===== src/sec_pkg.sv =====
/*
  Package for the slice error concealment block: register offsets, field positions,
  reset values, command and fill-beat layouts.
  Assumes a 32-bit AXI4-Lite register bus and 16-bit macroblock positions.
*/
package sec_pkg;
  // Register byte addresses
  localparam logic [7:0] SEC_ADDR_CTRL = 8'h00;
  localparam logic [7:0] SEC_ADDR_PIC_SIZE = 8'h04;
  localparam logic [7:0] SEC_ADDR_WDOG_LIMIT = 8'h08;
  localparam logic [7:0] SEC_ADDR_STATUS = 8'h0C;
  localparam logic [7:0] SEC_ADDR_CUR_POS = 8'h10;
  localparam logic [7:0] SEC_ADDR_PREV_COUNT = 8'h14;
  // Control fields
  localparam int SEC_CTRL_CONCEAL_BIT = 0;
  localparam int SEC_CTRL_MBAFF_BIT = 1;
  localparam int SEC_CTRL_REWIND_LSB = 8;
  localparam int SEC_CTRL_REWIND_MSB = 15;
  // Status fields
  localparam int SEC_STAT_FILL_BIT = 0;
  localparam int SEC_STAT_SLICE_ERR_BIT = 1;
  localparam int SEC_STAT_DISCARD_BIT = 2;
  localparam int SEC_STAT_WDOG_BIT = 3;
  // Reset values
  localparam logic [31:0] SEC_CTRL_RESET = 32'h0000_0801;
  localparam logic [15:0] SEC_PIC_SIZE_RESET = 16'h0000;
  localparam logic [31:0] SEC_WDOG_RESET = 32'h0000_0000;
  // Bus responses
  localparam logic [1:0] SEC_RESP_OKAY = 2'h0;
  localparam logic [1:0] SEC_RESP_DECERR = 2'h3;

  typedef enum logic [1:0] {SEC_CODEC_AVC, SEC_CODEC_VC1, SEC_CODEC_MPEG2} sec_codec_t;
  typedef enum logic {SEC_CMD_PICTURE, SEC_CMD_SLICE} sec_cmd_kind_t;
  typedef enum logic [1:0] {SEC_FILL_COPY, SEC_FILL_SKIP_P, SEC_FILL_INTRA_DC} sec_fill_mode_t;

  // Slice or picture-state command from the command streamer
  typedef struct packed {
    sec_cmd_kind_t kind;
    sec_codec_t codec;
    logic [15:0] slice_first_mb_position;
    logic [15:0] next_slice_first_mb_position;
    logic [23:0] data_len;
    logic [4:0] conceal_frame_store;
    logic intra_picture;
  } sec_cmd_t;

  // One concealed macroblock handed to the reconstruction back end
  typedef struct packed {
    logic [15:0] position;
    logic [4:0] frame_store;
    sec_fill_mode_t mode;
  } sec_fill_t;
endpackage : sec_pkg


===== src/sec_top.sv =====
/*
  Slice boundary error handling and macroblock filling for the bitstream decoder unit,
  with pipeline flush, watchdog and stream-switch gating, behind an AXI4-Lite slave.
  Assumes one clock; the bitstream decoder pulses mb_done and slice_end; slice commands
  arrive on a valid/ready port from the command streamer.
*/
// Contract
// - AVC and VC1 flush at slice end; MPEG2 flushes on picture-state command. No flush is given when slice_end comes with the last macroblock's mb_done.
// - Errors are handled only at slice boundaries or between pictures.
// - First slice of a new picture clears the current position to zero.
// - Picture end found by comparing position with picture size; never decode beyond.
// - Read-only status bit shows filling of missing macroblocks in progress.
// - Sticky slice error bit set on VLD, decoded data or MPR error; writing one to it clears it.
// - Decoded macroblocks are counted as the raster position in the picture.
// - Compare position with slice first position; position below slice start starts concealment immediately.
// - Position above slice start is overwritten with start; decoding resumes there.
// - Position already at picture end discards remaining input data.
// - Gap fill starts at position minus min of prior count and rewind limit, the limit doubled for MBAFF.
// - Fill copies co-located macroblocks from the named concealment frame store.
// - Phantom slice at or beyond picture size fills to end then stops.
// - All filling and decoding stop at picture size; no carry into next picture.
// - Watchdog reaching its preset threshold resets the decode engine.
// - VC1 snoops next slice start and stops exactly at the last macroblock.
// - VC1 flushes surplus slice bitstream after the last macroblock.
// - Premature VC1 end conceals from next address if enabled, else leaves hole.
// - VC1 intra concealment sends one predicted DC per block then end-of-block.
// - VC1 inter concealment emits one-vector skip P frame macroblocks, zero motion.
// - Stream switching is allowed only at picture boundaries.
`timescale 1ns/100ps
module sec_top
  import sec_pkg::*;
(
  input wire logic mclk,
  input wire logic resetn,
  input wire logic [7:0] s_axi_awaddr,
  input wire logic s_axi_awvalid,
  output logic s_axi_awready,
  input wire logic [31:0] s_axi_wdata,
  input wire logic [3:0] s_axi_wstrb,
  input wire logic s_axi_wvalid,
  output logic s_axi_wready,
  output logic [1:0] s_axi_bresp,
  output logic s_axi_bvalid,
  input wire logic s_axi_bready,
  input wire logic [7:0] s_axi_araddr,
  input wire logic s_axi_arvalid,
  output logic s_axi_arready,
  output logic [31:0] s_axi_rdata,
  output logic [1:0] s_axi_rresp,
  output logic s_axi_rvalid,
  input wire logic s_axi_rready,
  input wire sec_cmd_t cmd,
  input wire logic cmd_valid,
  output logic cmd_ready,
  input wire logic mb_done,
  input wire logic slice_end,
  input wire logic vld_error,
  input wire logic data_error,
  input wire logic mpr_error,
  output logic decode_enable,
  output logic discard_data,
  output sec_fill_t fill_beat,
  output logic fill_valid,
  input wire logic fill_ready,
  output logic pipe_flush,
  output logic end_of_slice,
  output logic engine_reset,
  output logic stream_switch_ok
);
  typedef enum logic [2:0] {ST_IDLE, ST_CHECK, ST_FILL, ST_DECODE, ST_DRAIN, ST_DONE} sec_state_t;

  sec_state_t state_reg;
  sec_cmd_t cmd_reg;
  sec_codec_t codec_reg;
  logic [31:0] ctrl_reg;
  logic [15:0] pic_size_reg;
  logic [31:0] wdog_limit_reg;
  logic [31:0] wdog_count_reg;
  logic [15:0] current_mb_position_reg;
  logic [15:0] prior_decoded_mb_count_reg;
  logic [15:0] slice_count_reg;
  logic [15:0] fill_end_reg;
  logic [15:0] fill_pos_reg;
  logic new_pic_reg;
  logic fill_active_reg;
  logic slice_err_reg;
  logic wdog_hit_reg;
  logic aw_full_reg;
  logic w_full_reg;
  logic [7:0] awaddr_reg;
  logic [31:0] wdata_reg;
  logic [3:0] wstrb_reg;
  logic wr_go;
  logic cmd_take;
  logic fill_take;
  logic wdog_fire;
  logic [15:0] rewind_limit;
  logic [15:0] rewind;
  logic [15:0] stop_pos;
  logic [15:0] start_clip;
  logic mb_last;
  logic progress;

  // Apply byte strobes to a stored word
  function automatic logic [31:0] sec_merge(input logic [31:0] old_v, input logic [31:0] new_v,
                                            input logic [3:0] strb);
    logic [31:0] res;
    res = old_v;
    for (int i = 0; i < 4; i++)
    begin
      if (strb[i])
        res[i*8 +: 8] = new_v[i*8 +: 8];
    end
    return res;
  endfunction : sec_merge

  // Handshake terms and position arithmetic
  assign cmd_ready = (state_reg == ST_IDLE) || (state_reg == ST_DONE);
  assign cmd_take = cmd_valid && cmd_ready;
  assign fill_valid = (state_reg == ST_FILL);
  assign fill_take = fill_valid && fill_ready;
  assign wr_go = aw_full_reg && w_full_reg && !s_axi_bvalid;
  assign rewind_limit = {8'h00, ctrl_reg[SEC_CTRL_REWIND_MSB:SEC_CTRL_REWIND_LSB]};
  assign rewind = ctrl_reg[SEC_CTRL_MBAFF_BIT] ? {rewind_limit[14:0], 1'b0} : rewind_limit;
  assign start_clip = (cmd_reg.slice_first_mb_position < pic_size_reg) ?
                      cmd_reg.slice_first_mb_position : pic_size_reg;
  assign stop_pos = (codec_reg == SEC_CODEC_VC1 && cmd_reg.next_slice_first_mb_position < pic_size_reg) ?
                    cmd_reg.next_slice_first_mb_position : pic_size_reg;
  assign mb_last = (current_mb_position_reg + 16'h0001) >= stop_pos;
  assign decode_enable = (state_reg == ST_DECODE);
  assign discard_data = (state_reg == ST_DRAIN);
  assign stream_switch_ok = ((state_reg == ST_IDLE) && new_pic_reg) || (state_reg == ST_DONE);
  assign progress = mb_done || fill_take || cmd_take;
  assign wdog_fire = (wdog_limit_reg != 32'h0000_0000) && (wdog_count_reg >= wdog_limit_reg);

  // Slice sequencing, positions and filling
  always_ff @(posedge mclk or negedge resetn)
  begin
    if (!resetn)
    begin
      state_reg <= ST_IDLE;
      cmd_reg <= '0;
      codec_reg <= SEC_CODEC_AVC;
      current_mb_position_reg <= 16'h0000;
      prior_decoded_mb_count_reg <= 16'h0000;
      slice_count_reg <= 16'h0000;
      fill_pos_reg <= 16'h0000;
      fill_end_reg <= 16'h0000;
      fill_beat <= '0;
      new_pic_reg <= 1'b1;
      fill_active_reg <= 1'b0;
      pipe_flush <= 1'b0;
      end_of_slice <= 1'b0;
    end
    else
    begin
      pipe_flush <= 1'b0;
      end_of_slice <= 1'b0;
      if (wdog_fire)
      begin
        state_reg <= ST_IDLE;
        fill_active_reg <= 1'b0;
        new_pic_reg <= 1'b1;
      end
      else
      begin
        case (state_reg)
          ST_IDLE, ST_DONE:
          begin
            if (cmd_take && cmd.kind == SEC_CMD_PICTURE)
            begin
              codec_reg <= cmd.codec;
              new_pic_reg <= 1'b1;
              state_reg <= ST_IDLE;
              if (cmd.codec == SEC_CODEC_MPEG2)
                pipe_flush <= 1'b1;
            end
            else if (cmd_take)
            begin
              cmd_reg <= cmd;
              state_reg <= ST_CHECK;
              if (new_pic_reg)
              begin
                current_mb_position_reg <= 16'h0000;
                prior_decoded_mb_count_reg <= 16'h0000;
                new_pic_reg <= 1'b0;
              end
            end
          end
          ST_CHECK:
          begin
            slice_count_reg <= 16'h0000;
            fill_beat.frame_store <= cmd_reg.conceal_frame_store;
            fill_beat.mode <= SEC_FILL_COPY;
            if (current_mb_position_reg >= pic_size_reg)
              state_reg <= (cmd_reg.data_len == 24'h000000) ? ST_DONE : ST_DRAIN;
            else if (current_mb_position_reg == cmd_reg.slice_first_mb_position)
              state_reg <= ST_DECODE;
            // overlap, jump back to slice start
            else if (current_mb_position_reg > cmd_reg.slice_first_mb_position)
            begin
              current_mb_position_reg <= cmd_reg.slice_first_mb_position;
              state_reg <= ST_DECODE;
            end
            else
            begin
              fill_pos_reg <= current_mb_position_reg -
                ((prior_decoded_mb_count_reg < rewind) ? prior_decoded_mb_count_reg : rewind);
              fill_beat.position <= current_mb_position_reg -
                ((prior_decoded_mb_count_reg < rewind) ? prior_decoded_mb_count_reg : rewind);
              fill_end_reg <= start_clip;
              fill_active_reg <= 1'b1;
              state_reg <= ST_FILL;
            end
          end
          ST_FILL:
          begin
            if (fill_take)
            begin
              fill_pos_reg <= fill_pos_reg + 16'h0001;
              fill_beat.position <= fill_pos_reg + 16'h0001;
              current_mb_position_reg <= fill_pos_reg + 16'h0001;
              // stop at target, never past picture
              if ((fill_pos_reg + 16'h0001) >= fill_end_reg)
              begin
                fill_active_reg <= 1'b0;
                if (fill_end_reg >= pic_size_reg)
                  state_reg <= (cmd_reg.data_len == 24'h000000) ? ST_DONE : ST_DRAIN;
                else if (codec_reg == SEC_CODEC_VC1 && fill_end_reg == stop_pos)
                begin
                  state_reg <= ST_IDLE;
                  pipe_flush <= 1'b1;
                end
                else
                  state_reg <= ST_DECODE;
              end
            end
          end
          ST_DECODE:
          begin
            if (mb_done)
            begin
              current_mb_position_reg <= current_mb_position_reg + 16'h0001;
              slice_count_reg <= slice_count_reg + 16'h0001;
              prior_decoded_mb_count_reg <= slice_count_reg + 16'h0001;
            end
            // act only at the slice boundary
            if (slice_end && !(mb_done && mb_last))
            begin
              prior_decoded_mb_count_reg <= slice_count_reg + {15'h0000, mb_done};
              if (codec_reg == SEC_CODEC_VC1 && ctrl_reg[SEC_CTRL_CONCEAL_BIT])
              begin
                fill_pos_reg <= current_mb_position_reg + {15'h0000, mb_done};
                fill_beat.position <= current_mb_position_reg + {15'h0000, mb_done};
                fill_end_reg <= stop_pos;
                // intra DC or skip P fill
                fill_beat.mode <= cmd_reg.intra_picture ? SEC_FILL_INTRA_DC : SEC_FILL_SKIP_P;
                fill_active_reg <= 1'b1;
                state_reg <= ST_FILL;
              end
              else
              begin
                pipe_flush <= (codec_reg != SEC_CODEC_MPEG2);
                end_of_slice <= (codec_reg == SEC_CODEC_VC1);
                state_reg <= ST_IDLE;
              end
            end
            else if (mb_done && mb_last)
              state_reg <= slice_end ? ST_IDLE : ST_DRAIN;
          end
          ST_DRAIN:
          begin
            // surplus data flushed until slice end
            if (slice_end)
            begin
              pipe_flush <= (codec_reg != SEC_CODEC_MPEG2);
              state_reg <= (current_mb_position_reg >= pic_size_reg) ? ST_DONE : ST_IDLE;
            end
          end
          default:
            state_reg <= ST_IDLE;
        endcase
      end
    end
  end

  // Watchdog counts cycles without progress while busy
  always_ff @(posedge mclk or negedge resetn)
  begin
    if (!resetn)
    begin
      wdog_count_reg <= 32'h0000_0000;
      engine_reset <= 1'b0;
    end
    else
    begin
      engine_reset <= wdog_fire;
      if (progress || wdog_fire || state_reg == ST_IDLE || state_reg == ST_DONE)
        wdog_count_reg <= 32'h0000_0000;
      else
        wdog_count_reg <= wdog_count_reg + 32'h0000_0001;
    end
  end

  // Sticky status flags; a new event wins over a clear
  always_ff @(posedge mclk or negedge resetn)
  begin
    if (!resetn)
    begin
      slice_err_reg <= 1'b0;
      wdog_hit_reg <= 1'b0;
    end
    else
    begin
      if (vld_error || data_error || mpr_error)
        slice_err_reg <= 1'b1;
      else if (wr_go && awaddr_reg == SEC_ADDR_STATUS && wstrb_reg[0] && wdata_reg[SEC_STAT_SLICE_ERR_BIT])
        slice_err_reg <= 1'b0;
      if (wdog_fire)
        wdog_hit_reg <= 1'b1;
      else if (wr_go && awaddr_reg == SEC_ADDR_STATUS && wstrb_reg[0] && wdata_reg[SEC_STAT_WDOG_BIT])
        wdog_hit_reg <= 1'b0;
    end
  end

  // AXI write channels and register storage
  assign s_axi_awready = !aw_full_reg;
  assign s_axi_wready = !w_full_reg;
  always_ff @(posedge mclk or negedge resetn)
  begin
    if (!resetn)
    begin
      aw_full_reg <= 1'b0;
      w_full_reg <= 1'b0;
      awaddr_reg <= 8'h00;
      wdata_reg <= 32'h0000_0000;
      wstrb_reg <= 4'h0;
      s_axi_bvalid <= 1'b0;
      s_axi_bresp <= SEC_RESP_OKAY;
      ctrl_reg <= SEC_CTRL_RESET;
      pic_size_reg <= SEC_PIC_SIZE_RESET;
      wdog_limit_reg <= SEC_WDOG_RESET;
    end
    else
    begin
      if (s_axi_awvalid && s_axi_awready)
      begin
        aw_full_reg <= 1'b1;
        awaddr_reg <= s_axi_awaddr;
      end
      if (s_axi_wvalid && s_axi_wready)
      begin
        w_full_reg <= 1'b1;
        wdata_reg <= s_axi_wdata;
        wstrb_reg <= s_axi_wstrb;
      end
      if (s_axi_bvalid && s_axi_bready)
        s_axi_bvalid <= 1'b0;
      if (wr_go)
      begin
        aw_full_reg <= 1'b0;
        w_full_reg <= 1'b0;
        s_axi_bvalid <= 1'b1;
        s_axi_bresp <= SEC_RESP_OKAY;
        if (awaddr_reg == SEC_ADDR_CTRL)
          ctrl_reg <= sec_merge(ctrl_reg, wdata_reg, wstrb_reg);
        else if (awaddr_reg == SEC_ADDR_PIC_SIZE)
          pic_size_reg <= 16'(sec_merge({16'h0000, pic_size_reg}, wdata_reg, wstrb_reg));
        else if (awaddr_reg == SEC_ADDR_WDOG_LIMIT)
          wdog_limit_reg <= sec_merge(wdog_limit_reg, wdata_reg, wstrb_reg);
        else if (awaddr_reg != SEC_ADDR_STATUS && awaddr_reg != SEC_ADDR_CUR_POS &&
                 awaddr_reg != SEC_ADDR_PREV_COUNT)
          s_axi_bresp <= SEC_RESP_DECERR;
      end
    end
  end

  // AXI read channel; one cycle from address to data
  assign s_axi_arready = !s_axi_rvalid;
  always_ff @(posedge mclk or negedge resetn)
  begin
    if (!resetn)
    begin
      s_axi_rvalid <= 1'b0;
      s_axi_rdata <= 32'h0000_0000;
      s_axi_rresp <= SEC_RESP_OKAY;
    end
    else if (s_axi_arvalid && s_axi_arready)
    begin
      s_axi_rvalid <= 1'b1;
      s_axi_rresp <= SEC_RESP_OKAY;
      s_axi_rdata <= 32'h0000_0000;
      if (s_axi_araddr == SEC_ADDR_CTRL)
        s_axi_rdata <= ctrl_reg;
      else if (s_axi_araddr == SEC_ADDR_PIC_SIZE)
        s_axi_rdata <= {16'h0000, pic_size_reg};
      else if (s_axi_araddr == SEC_ADDR_WDOG_LIMIT)
        s_axi_rdata <= wdog_limit_reg;
      else if (s_axi_araddr == SEC_ADDR_STATUS)
      begin
        s_axi_rdata[SEC_STAT_FILL_BIT] <= fill_active_reg;
        s_axi_rdata[SEC_STAT_SLICE_ERR_BIT] <= slice_err_reg;
        s_axi_rdata[SEC_STAT_DISCARD_BIT] <= discard_data;
        s_axi_rdata[SEC_STAT_WDOG_BIT] <= wdog_hit_reg;
      end
      else if (s_axi_araddr == SEC_ADDR_CUR_POS)
        s_axi_rdata <= {16'h0000, current_mb_position_reg};
      else if (s_axi_araddr == SEC_ADDR_PREV_COUNT)
        s_axi_rdata <= {16'h0000, prior_decoded_mb_count_reg};
      else
        s_axi_rresp <= SEC_RESP_DECERR;
    end
    else if (s_axi_rready)
      s_axi_rvalid <= 1'b0;
  end
endmodule : sec_top


===== config.mk =====
export PLATFORM = sky130hd
export DESIGN_NAME = sec_top
export DESIGN_NICKNAME = d
export VERILOG_FILES = /design/src/sec_pkg.sv /design/src/sec_top.sv
export SDC_FILE = /design/constraint.sdc
export NUM_CORES = 1
export LEC_CHECK = 0
export BUFFER_PORTS_ARGS = -buffer_cell sky130_fd_sc_hd__buf_2
export CORE_ASPECT_RATIO = 1.75
export CORE_UTILIZATION = 55
export DETAILED_ROUTE_END_ITERATION = 16
export MAX_ROUTING_LAYER = met4
export PLACE_DENSITY = 0.84
export REMOVE_ABC_BUFFERS = 1
export SYNTH_ARGS = -nofsm -noshare
export SYNTH_HDL_FRONTEND = slang
export SYNTH_SLANG_ARGS = --single-unit

===== constraint.sdc =====
create_clock -name mclk -period 6 [get_ports mclk]
set_input_delay 1.2 -clock mclk [delete_from_list [all_inputs] [get_ports mclk]]
set_output_delay 1.2 -clock mclk [all_outputs]
set_load 0.005 [all_outputs]

[After elaboration in Yosys (flattened, before gate mapping)]
Index checks and enable logic that the tools add are counted.
Word-level totals
  flip-flop bits (word level): 357
  bits in latches: 0
  bits in writable memories: 0
  ROM bits: 0
  bits of input ports: 131
  output and inout port bits: 72
  word-level logic and storage cells: 292
  memories kept: 0
Cells by class
  $add $sub $neg: 7
  multiply operators: 0
  divide/modulo/power cells: 0
  magnitude comparators: 9
  eq/ne operators: 43
  shift-type cells: 0
  muxes and demuxes: 109
  bitwise gates (word level): 5
  reduce and logical (&&, ||, !) cells: 77
Operators by type and width (number)
  $mux 16: 25
  $mux 32: 4
  $pmux 16 s2: 3
  $ge 16x16->1: 4
  $pmux 16 s4: 1
  $add 16x1->16 const B: 3
  $pmux 16 s3: 1
  $mux 1: 41
  $mux 3: 12
  $add 16x1->16: 2
  $add 32x1->32 const B: 1
  $eq 16x16->1: 2
  $eq 8x4->1 const B: 4
  $ge 32x32->1: 1
  $lt 16x16->1: 2
  $reduce_bool 32->1: 1
  $mux 2: 15
  $mux 28: 1
  $reduce_and 5->1: 5
  $logic_not 24->1: 1
  $logic_and 1x1->1: 22
  $ne 2x2->1 const B: 9
  $reduce_and 3->1: 6
  $reduce_bool 2->1: 9
  other kinds (38): 75

[Depth between registers and ports, before layout]
Gate-level depths: netlist (run 1).
  word-level depth: 11
  depth in mapped cells: 29
  depth with buffers taken out: 25

[Worst setup path before layout (run 1)]
No wires, ideal clock.
  path type: register -> register
  start: register ctrl_reg[1]
  end: register fill_pos_reg[15]
  arrival time: 5.520 ns
  slack: 0.355 ns
  cell stages (with the launch flop): 29
  buffers on the path: 4
  clock period less this slack: 5.645 ns
  cell sequence: dfrtp_1 > clkbuf_1 > clkbuf_1 > mux2i_1 > ha_1 > nand2_1 > nor3_1 > o31ai_1 > a21oi_1 > clkbuf_1 > clkbuf_1 > nand2_1 > o21ai_0 > ha_1 > nand2_1 > or3_1 > a21oi_1 > a211oi_1 > ha_1 > and3_1 > a21oi_1 > o211ai_1 > a31oi_1 > nor2b_1 > o21a_1 > o41a_1 > xnor2_1 > a21oi_1 > mux2_2
Between the ends
  longest elaborated chain between the ends: 8
Ends and longest elaborated chain
  from (decl): RTL line sec_top.sv:75  | logic [31:0] ctrl_reg;
  from (signal assigned): RTL line sec_top.sv:366  | ctrl_reg <= sec_merge(ctrl_reg, wdata_reg, wstrb_reg);
  $mux 9 *: RTL line sec_top.sv:124  | assign rewind = ctrl_reg[SEC_CTRL_MBAFF_BIT] ? {rewind_limit[14:0], 1'b0} : rewind_limit;
  $lt 16x9->1: RTL line sec_top.sv:208  | ((prior_decoded_mb_count_reg < rewind) ? prior_decoded_mb_count_reg : rewind);
  $mux 16 *: RTL line sec_top.sv:208
  $sub 16x16->16 *: RTL line sec_top.sv:207  | fill_pos_reg <= current_mb_position_reg -
  $mux 16 *: RTL line sec_top.sv:200  | else if (current_mb_position_reg > cmd_reg.slice_first_mb_position)
  $mux 16 *: RTL line sec_top.sv:197  | else if (current_mb_position_reg == cmd_reg.slice_first_mb_position)
  $mux 16 *: RTL line sec_top.sv:195  | if (current_mb_position_reg >= pic_size_reg)
  $pmux 16 s3 *: RTL line sec_top.sv:167  | case (state_reg)
  to (signal assigned): RTL line sec_top.sv:207
  to (signal assigned): RTL line sec_top.sv:220  | fill_pos_reg <= fill_pos_reg + 16'h0001;
  to (signal assigned): RTL line sec_top.sv:253  | fill_pos_reg <= current_mb_position_reg + {15'h0000, mb_done};
  to (decl): RTL line sec_top.sv:83  | logic [15:0] fill_pos_reg;
Every way passes the cells marked *; elsewhere a longest branch is shown, timed or not. The select of a mux whose other input is x is not followed.
A chain may end at the register's enable or synchronous reset.

[Worst setup path after layout (run 1)]
  start: register fill_pos_reg[3]
  end: register state_reg[0]
Between the ends
  longest elaborated chain between the ends: 4
Ends and longest elaborated chain
  $add 16x1->16: RTL line sec_top.sv:224  | if ((fill_pos_reg + 16'h0001) >= fill_end_reg)
  $ge 16x16->1: RTL line sec_top.sv:224
  $ne 3x1->1 (no line)
  $reduce_and 5->1 (no line)
  to (signal assigned): RTL line sec_top.sv:228  | state_reg <= (cmd_reg.data_len == 24'h000000) ? ST_DONE : ST_DRAIN;
  to (signal assigned): RTL line sec_top.sv:269  | state_reg <= slice_end ? ST_IDLE : ST_DRAIN;
  to (signal assigned): RTL line sec_top.sv:277  | state_reg <= (current_mb_position_reg >= pic_size_reg) ? ST_DONE : ST_IDLE;
  to (decl): RTL line sec_top.sv:72  | sec_state_t state_reg;
No other way between the ends.

==> results.tsv, run 1 <==
stage	metric	value	unit
status	status	complete, no violations	
global_route	grt_max_degree	144	
clock_tree	clock_sinks	355	
timing	slew_viol_final	0	
synth	syn_inst	2210	
final_layout	seqCellArea	0.00889	sq mm
critical_path	startpoint_type	flop	
final_layout	layout-drive-gt1-share	0.228	
global_route	grt-busiest-layer	met2	
synth	synthArstFlopShare	1.00	
critical_path	r2r_start	fill_pos_reg[3]$_DFFE_PN0P_	
global_route	grt_pass1_wl	116000	microns
placed_design	placed_cells	2874	
clock_tree	clk_pin_slew_worst_paths	0.07	ns
final_layout	mostFrequentLayoutCell	dfrtp_1	
pwr	power.total	0.0152	W
detailed_routing	ant_nets	0	
timing	post-route-period-util	0.955	
critical_path	crit_chain	and3_1 -> and3_1 -> nand2_1 -> nor2_1 -> nand4_1 -> xnor2_1 -> ha_1 -> a21o_1 -> a21oi_1 -> nor2b_1 -> o21ai_0 -> nand2_1 -> a2111oi_0 -> nor2_1 -> or2_2 -> and2_1 -> a311oi_1	
detailed_routing	wire_per_inst	25.7	microns
global_route	grt_pass1_vias	19800	
detailed_routing	wl	75600	microns
detailed_routing	routed_via_density	6.48	
detailed_routing	num_vias	19000	
critical_path	crit_start	fill_pos_reg[3]$_DFFE_PN0P_	
final_layout	area_growth	13.7	%
global_route	met1_usage	0.384	
die	num_rows	96	
synth	synth_ff_type	dfrtp_1	
synth	seq_area_frac_synth	0.406	
timing	final-setup-viol-count	0	
global_route	grt-ovfl-total	0	
worst_hold_path	hold_class	flop to flop	
critical_path	endpoint	state_reg[0]$_DFFE_PN0P_	
detailed_routing	drt_iter0_markers	1258	
critical_path	worstPathRequired	6.40	ns
critical_path	r2r_setup_slack	0.27	ns
clock_tree	cts_tree	yes	
critical_path	ff2ff_path_depth	17	
synth	synth_seq_cells	355	
clock_tree	insertion_delay	0.55	ns
pwr	ir_worst_vdd	0.540	mV
die	dieArea	0.0407	sq mm
die	die_x	153	microns
timing	worst_pin_slew	1.16	ns
pwr	powerDensity	612	mW/mm^2
timing	finalSetupTns	0	ns
final_layout	final_area	0.0249	sq mm
critical_path	path_max_fanout	5	
clock_tree	cts_buffers	35	
critical_path	end_kind	flop	
timing	finClkSkew	0.0367	ns
synth	synth_fa_ha_area_frac	0.0980	
global_route	met2_usage	0.670	
worst_hold_path	worstHoldPathCells	2	
placed_design	hpwl	56900	microns
global_route	use_met3	0.0667	
die	initial_utilization	0.558	
synth	synthMuxAreaShare	0.132	
critical_path	arrival	6.13	ns
final_layout	mostFrequentLayoutCells	352 x dfrtp_1, 210 x mux2_2, 205 x nand2_1, 201 x buf_2, 170 x ha_1	
die	ioPinCount	203	
global_route	antenna_found_initial	2	
final_layout	instances_no_fill	2938	
synth	synth_warnings	0	
die	fp.dieH	266	microns
critical_path	crit_path_max_incr_delay	0.92	ns
final_layout	final.fill_count	3115	
critical_path	worstReg2RegEnd	state_reg[0]$_DFFE_PN0P_	
placed_design	gp_congestion	1.11	
flow_run	drv_cap	0	
timing	hold_slack	0.472	ns
synth	synth_cell_types	84	
clock_tree	htree_levels	2	
critical_path	cpMaxStageDelayCell	xnor2_1	
global_route	grt_use_total	0.391	
timing	rsz0062_at_grt	false	
synth	netlist_area	0.0219	sq mm
clock_tree	cts-root-buf	clkbuf_16	
synth	yosys.area_share.simple	0.131	
clock_tree	clock_path_buffers	3	
synth	synth_top_family_by_area	compound AO/OA/AOI/OAI gates	
placed_design	place_area	0.0237	sq mm
timing	slew_headroom	0.221	
timing	hold_violations	0	
synth	synth_xor_area_frac	0.0412	
final_layout	nets	2723	
synth	avgSynthCellArea	9.91	sq um
timing	fmax	174	MHz
timing	period_needed	5.73	ns
final_layout	largest_reg_flops	62	
pwr	p_leak	11.7	nW
placed_design	portBuffers	202	
detailed_routing	drt_first_pass_iters	5	
critical_path	criticalPathCategory	flop to flop	
final_layout	multi_input_area	0.0123	sq mm
synth	synth_compound_area_frac	0.155	
synth	synth_edf_count	0	
detailed_routing	drc_errors	0	
die	core-area	0.0393	sq mm
==> power breakdown <==
| part | internal (W) | switching [W] | total [W] | leakage (nW) |
|---|---|---|---|---|
| combinational | 0.00378 | 0.00512 | 0.00890 | 6.52 |
| clock | 0.00131 | 0.000979 | 0.00229 | 0.560 |
| sequential | 0.00312 | 0.000936 | 0.00405 | 4.60 |
==> cells by family after synthesis <==
family | count (synthesis)
simple gates | 610
compound gates | 502
flops | 355
mux | 262
buf+inv | 207
fa+ha+maj | 171
xor+xnor | 103
==> cells in the mapped netlist, types with 31 or more instances <==
cell / n / share of area
nor2_1: 148 / 0.025
xor2_1: 44 / 0.018
nand4_1: 32 / 0.0091
dfrtp_1: 352 / 0.40
a21o_1: 31 / 0.011
mux2_2: 210 / 0.11
ha_1: 170 / 0.097
o21ai_0: 143 / 0.033
nand3_1: 51 / 0.012
clkbuf_1: 70 / 0.012
inv_1: 113 / 0.019
a22oi_1: 32 / 0.011
nand2_1: 206 / 0.035
xnor2_1: 59 / 0.024
a21oi_1: 88 / 0.020
mux2i_1: 50 / 0.023
nor3_1: 40 / 0.0091
==> routing by layer <==
| layer | wire length (microns) | vias up |
|---|---|---|
| met5 | 0 | - |
| met4 | 7420 | 0 |
| met3 | 4340 | 373 |
| met2 | 38100 | 878 |
| met1 | 25800 | 9320 |
| li1 | - | 8476 |
==> how the worst min path moves through the flow <==
stage / slack, ns / endpoint / from
final: 0.47 / s_axi_rdata[20]$_DFFE_PN0P_ / s_axi_rdata[20]$_DFFE_PN0P_
after global routing: 0.50 / wdog_hit_reg$_DFFE_PN0P_ / wdog_hit_reg$_DFFE_PN0P_
after CTS: 0.48 / s_axi_rdata[20]$_DFFE_PN0P_ / s_axi_rdata[20]$_DFFE_PN0P_
after detailed placement: 0.46 / s_axi_rdata[20]$_DFFE_PN0P_ / s_axi_rdata[20]$_DFFE_PN0P_
after global placement: 0.46 / s_axi_rdata[26]$_DFFE_PN0P_ / s_axi_rdata[26]$_DFFE_PN0P_
after floorplan: 0.45 / wdog_hit_reg$_DFFE_PN0P_ / wdog_hit_reg$_DFFE_PN0P_
==> metrics by stage <==
stage / utilization / worst slack (ns)
floorplan: - / 0.251
global placement: 0.604 / 0.467
detailed placement: 0.604 / 0.373
CTS: 0.634 / 0.310
global route: 0.634 / 0.0274
finish: 0.634 / 0.268
==> repair_timing <==
| item | CTS | global route |
|---|---|---|
| hold buffers | 0 | 0 |
| setup endpoints to repair | 0 | 3 |
| setup buffers | 0 | 0 |
| resized for setup | 0 | 2 |
==> final cells by class <==
type                       count  area share
multi-input combinational   1648       0.492
antenna                        2    0.000201
clock inverter                14     0.00749
clock buffer                  48      0.0387
inverter                     115      0.0173
sequential                   355       0.357
tap                          490      0.0246
timing repair buffer         266      0.0623
==> critical path: cells and delay by family, from the launching register on <==
family / cells / cell delay, ns
DFF: 1 / 0.54
AOI/OAI and AO/OA: 5 / 1.69
adders and majority gates: 1 / 0.41
xor gates and xnor gates: 1 / 0.92
and+or+nand+nor: 10 / 2.02
(Power assumes the default switching activity.)
==> run 2, diff against run 1 <==
--- a/config.mk
+++ b/config.mk
@@ -11,7 +11,6 @@
 export DETAILED_ROUTE_END_ITERATION = 16
 export MAX_ROUTING_LAYER = met4
 export PLACE_DENSITY = 0.84
-export REMOVE_ABC_BUFFERS = 1
 export SYNTH_ARGS = -nofsm -noshare
 export SYNTH_HDL_FRONTEND = slang
 export SYNTH_SLANG_ARGS = --single-unit
==> constraint.sdc (replaced) <==
create_clock -name mclk -period 4.63 [get_ports mclk]
set_input_delay 0.926 -clock mclk [delete_from_list [all_inputs] [get_ports mclk]]
set_output_delay 0.926 -clock mclk [all_outputs]
set_load 0.005 [all_outputs]
==> run 2 against run 1 <==
The flow now finishes with violations (setup timing). Global-route usage up 1.2 points. Sequential share of layout area down 2.6 points. Critical path depth up 8. Utilization up 4.9 points. Sequential cell count unchanged. Final cell count up 5.7%.
==> results.tsv, run 2 (synthesized netlist as in run 1, its figures left out) <==
stage	metric	value	unit	change
status	status	complete, but fails checks		
status	failed_checks	setup timing		
global_route	grt_max_degree	116		-19%
timing	finClkSkew	0.0349	ns	-0.00174 ns
detailed_routing	ant_nets	0		unchanged
global_route	grt_pass1_vias	20600		+4.0%
timing	period_needed	5.22	ns	-0.508 ns
timing	worst_pin_slew	1.14	ns	-0.0160 ns
clock_tree	cts_buffers	36		+2.9%
final_layout	final.fill_count	2999		-3.7%
timing	post-route-period-util	1.13		+0.173
synth	mappedNetlistNets	2512		
clock_tree	cts_tree	yes		
clock_tree	htree_levels	2		unchanged
critical_path	criticalPathCategory	flop to flop		
detailed_routing	route.met2.wl	41000	microns	+7.7%
final_layout	instances_no_fill	3106		+5.7%
clock_tree	insertion_delay	0.58	ns	+0.03 ns
placed_design	portBuffers	202		unchanged
final_layout	utilization	0.683		+0.0492
timing	slew_headroom	0.233		+0.0121
global_route	antenna_found_initial	1		-1
pwr	p_leak	12.7	nW	+8.4%
final_layout	nets	2892		+6.2%
final_layout	mostFrequentLayoutCell	dfrtp_1		
detailed_routing	dr_wl_met3	4100	microns	-5.7%
detailed_routing	dr.max_layer_used	met4		
critical_path	startpoint_type	flop		
global_route	grt-ovfl-total	0		unchanged
critical_path	arrival	5.67	ns	-0.46 ns
placed_design	hpwl	61600	microns	+8.2%
clock_tree	clk_pin_slew_worst_paths	0.07	ns	about the same
die	ioPinCount	203		unchanged
timing	fmax	191	MHz	+9.7%
clock_tree	cts-root-buf	clkbuf_16		
clock_tree	cts_hold_buffers	0		unchanged
critical_path	worstPathRequired	5.08	ns	-1.32 ns
detailed_routing	drt_first_pass_iters	6		+1
critical_path	ff2ff_path_depth	25		+8
final_layout	layout-drive-gt1-share	0.300		+0.0721
global_route	grt_use_total	0.403		+0.0123
die	die_x	153	microns	unchanged
clock_tree	clock_path_buffers	3		unchanged
critical_path	end_kind	flop		
placed_design	placed_cells	3033		+5.5%
detailed_routing	routed_via_density	6.34		-2.2%
worst_hold_path	hold_class	input pin to asynchronous set/reset pin		
timing	hold_slack	0.302	ns	-0.170 ns
timing	rsz0062_at_grt	true		
pwr	powerDensity	824	mW/mm^2	+35%
detailed_routing	drc_errors	0		unchanged
die	initial_utilization	0.558		unchanged
timing	hold_violations	0		unchanged
detailed_routing	num_vias	19700		+3.4%
die	dieArea	0.0407	sq mm	unchanged
global_route	grt_pass1_wl	119000	microns	+3.1%
timing	slew_viol_final	0		unchanged
die	core-area	0.0393	sq mm	unchanged
timing	final-setup-viol-count	8		+8
clock_tree	clock_sinks	355		unchanged
die	fp.dieH	266	microns	unchanged
die	num_rows	96		unchanged
flow_run	drv_cap	0		unchanged
detailed_routing	wire_per_inst	25.5	microns	-1.1%
placed_design	dpl_worst_slack	-0.686	ns	-1.06 ns
pwr	ir_worst_vdd	0.586	mV	+8.5%
final_layout	largest_reg_flops	62		unchanged
final_layout	area_growth	22.5	%	
detailed_routing	drt_iter0_markers	1283		+2.0%
detailed_routing	wl_met1	25800	microns	about the same
final_layout	mostFrequentLayoutCells	351 x dfrtp_1, 217 x buf_4, 206 x mux2_2, 203 x nand2_1, 201 x buf_2		
critical_path	path_max_fanout	6		+1
detailed_routing	wl	79100	microns	+4.5%
timing	layout_setup_ws	-0.594	ns	-0.862 ns
placed_design	gp_congestion	1.07		-3.4%
timing	finalSetupTns	-2.16	ns	-2.16 ns
==> run 2: changes by cell type in the layout (fill, tap and decap cells not counted), moves of 5 or more <==
| cell | change |
|---|---|
| buf_4 | +157 |
| mux2i_1 | -10 |
| a21oi_1 | -9 |
| clkbuf_1 | -7 |
| mux2i_2 | +6 |
| o21ai_0 | -6 |
| a21oi_2 | +5 |
| buf_12 | +5 |
| buf_6 | +5 |
| ha_1 | -5 |
==> run 2: final cells by class <==
type                            instances  area (sq um)  share of cell area
Clock buffer                           46          1020              0.0379
Timing Repair Buffer                  434          2910               0.108
Antenna cell                            1          2.50           0.0000932
Multi-Input combinational cell       1648         12700               0.472
Sequential cell                       355          8890               0.331
Inverter                              115           432              0.0161
Tap cell                              490           613              0.0228
Clock inverter                         17           303              0.0113
==> run 2: per-stage QoR <==
step	total power (W)	cell area, sq um
floorplan	0.0126	22000
detailed placement	0.0178	25100
finish	0.0221	26800
CTS	0.0214	26500
global route	0.0233	26800
global placement	0.0174	25100
==> run 2: metal layers <==
metal / vias up / global-route usage
met3: 367 / 0.0573
met1: 9657 / 0.375
met5: - / -
met2: 845 / 0.716
met4: 0 / 0.363
li1: 8825 / -
==> run 2: final timing paths <==
path | slack (ns) | from | end
worst max-delay path | -0.59 | ctrl_reg[1]$_DFFE_PN0P_ | fill_pos_reg[15]$_DFFE_PN0P_
worst min-delay path | 0.30 | resetn | wdog_count_reg[8]$_DFF_PN0_
worst max register to register | -0.59 | ctrl_reg[1]$_DFFE_PN0P_ | fill_pos_reg[15]$_DFFE_PN0P_
worst min register to register | 0.47 | s_axi_rdata[30]$_DFFE_PN0P_ | s_axi_rdata[30]$_DFFE_PN0P_
max in group asynchronous | 3.22 | resetn | cmd_reg[29]$_DFFE_PN0P_
min in group mclk | 0.47 | s_axi_rdata[30]$_DFFE_PN0P_ | s_axi_rdata[30]$_DFFE_PN0P_
==> run 2: power by group <==
part	switching, W	total [W]	leakage, nW	internal (W)
clock network	0.00139	0.00330	0.641	0.00192
logic	0.00735	0.0138	7.42	0.00643
registers	0.000997	0.00504	4.60	0.00404
total	0.00973	0.0221	12.7	0.0124
==> run 2: what timing repair did <==
action                     4_1_cts  5_1_grt
setup buffers                    7        5
gates cloned                     0        1
setup endpoints to repair       21       52
gates resized for setup         23       47
pin swaps                       16       15
==> run 2: critical path, stage by stage, from the launching register on <==
cell and delay, ns:
dfrtp_2 0.43, buf_12 0.14, buf_4 0.14, mux2i_4 0.19
ha_4 0.29, nand2_1 0.09, nor3_4 0.17, o31ai_4 0.11
a21oi_4 0.24, mux2i_2 0.28, ha_2 0.23, nand2_2 0.07
or3_1 0.32, a21oi_1 0.13, a211oi_1 0.06, ha_1 0.33
and3_4 0.17, a21oi_2 0.11, o211ai_1 0.12, a31oi_1 0.28
nor2b_1 0.08, o21a_1 0.20, o41a_1 0.35, xnor2_2 0.17
a21oi_2 0.09, mux2_4 0.28
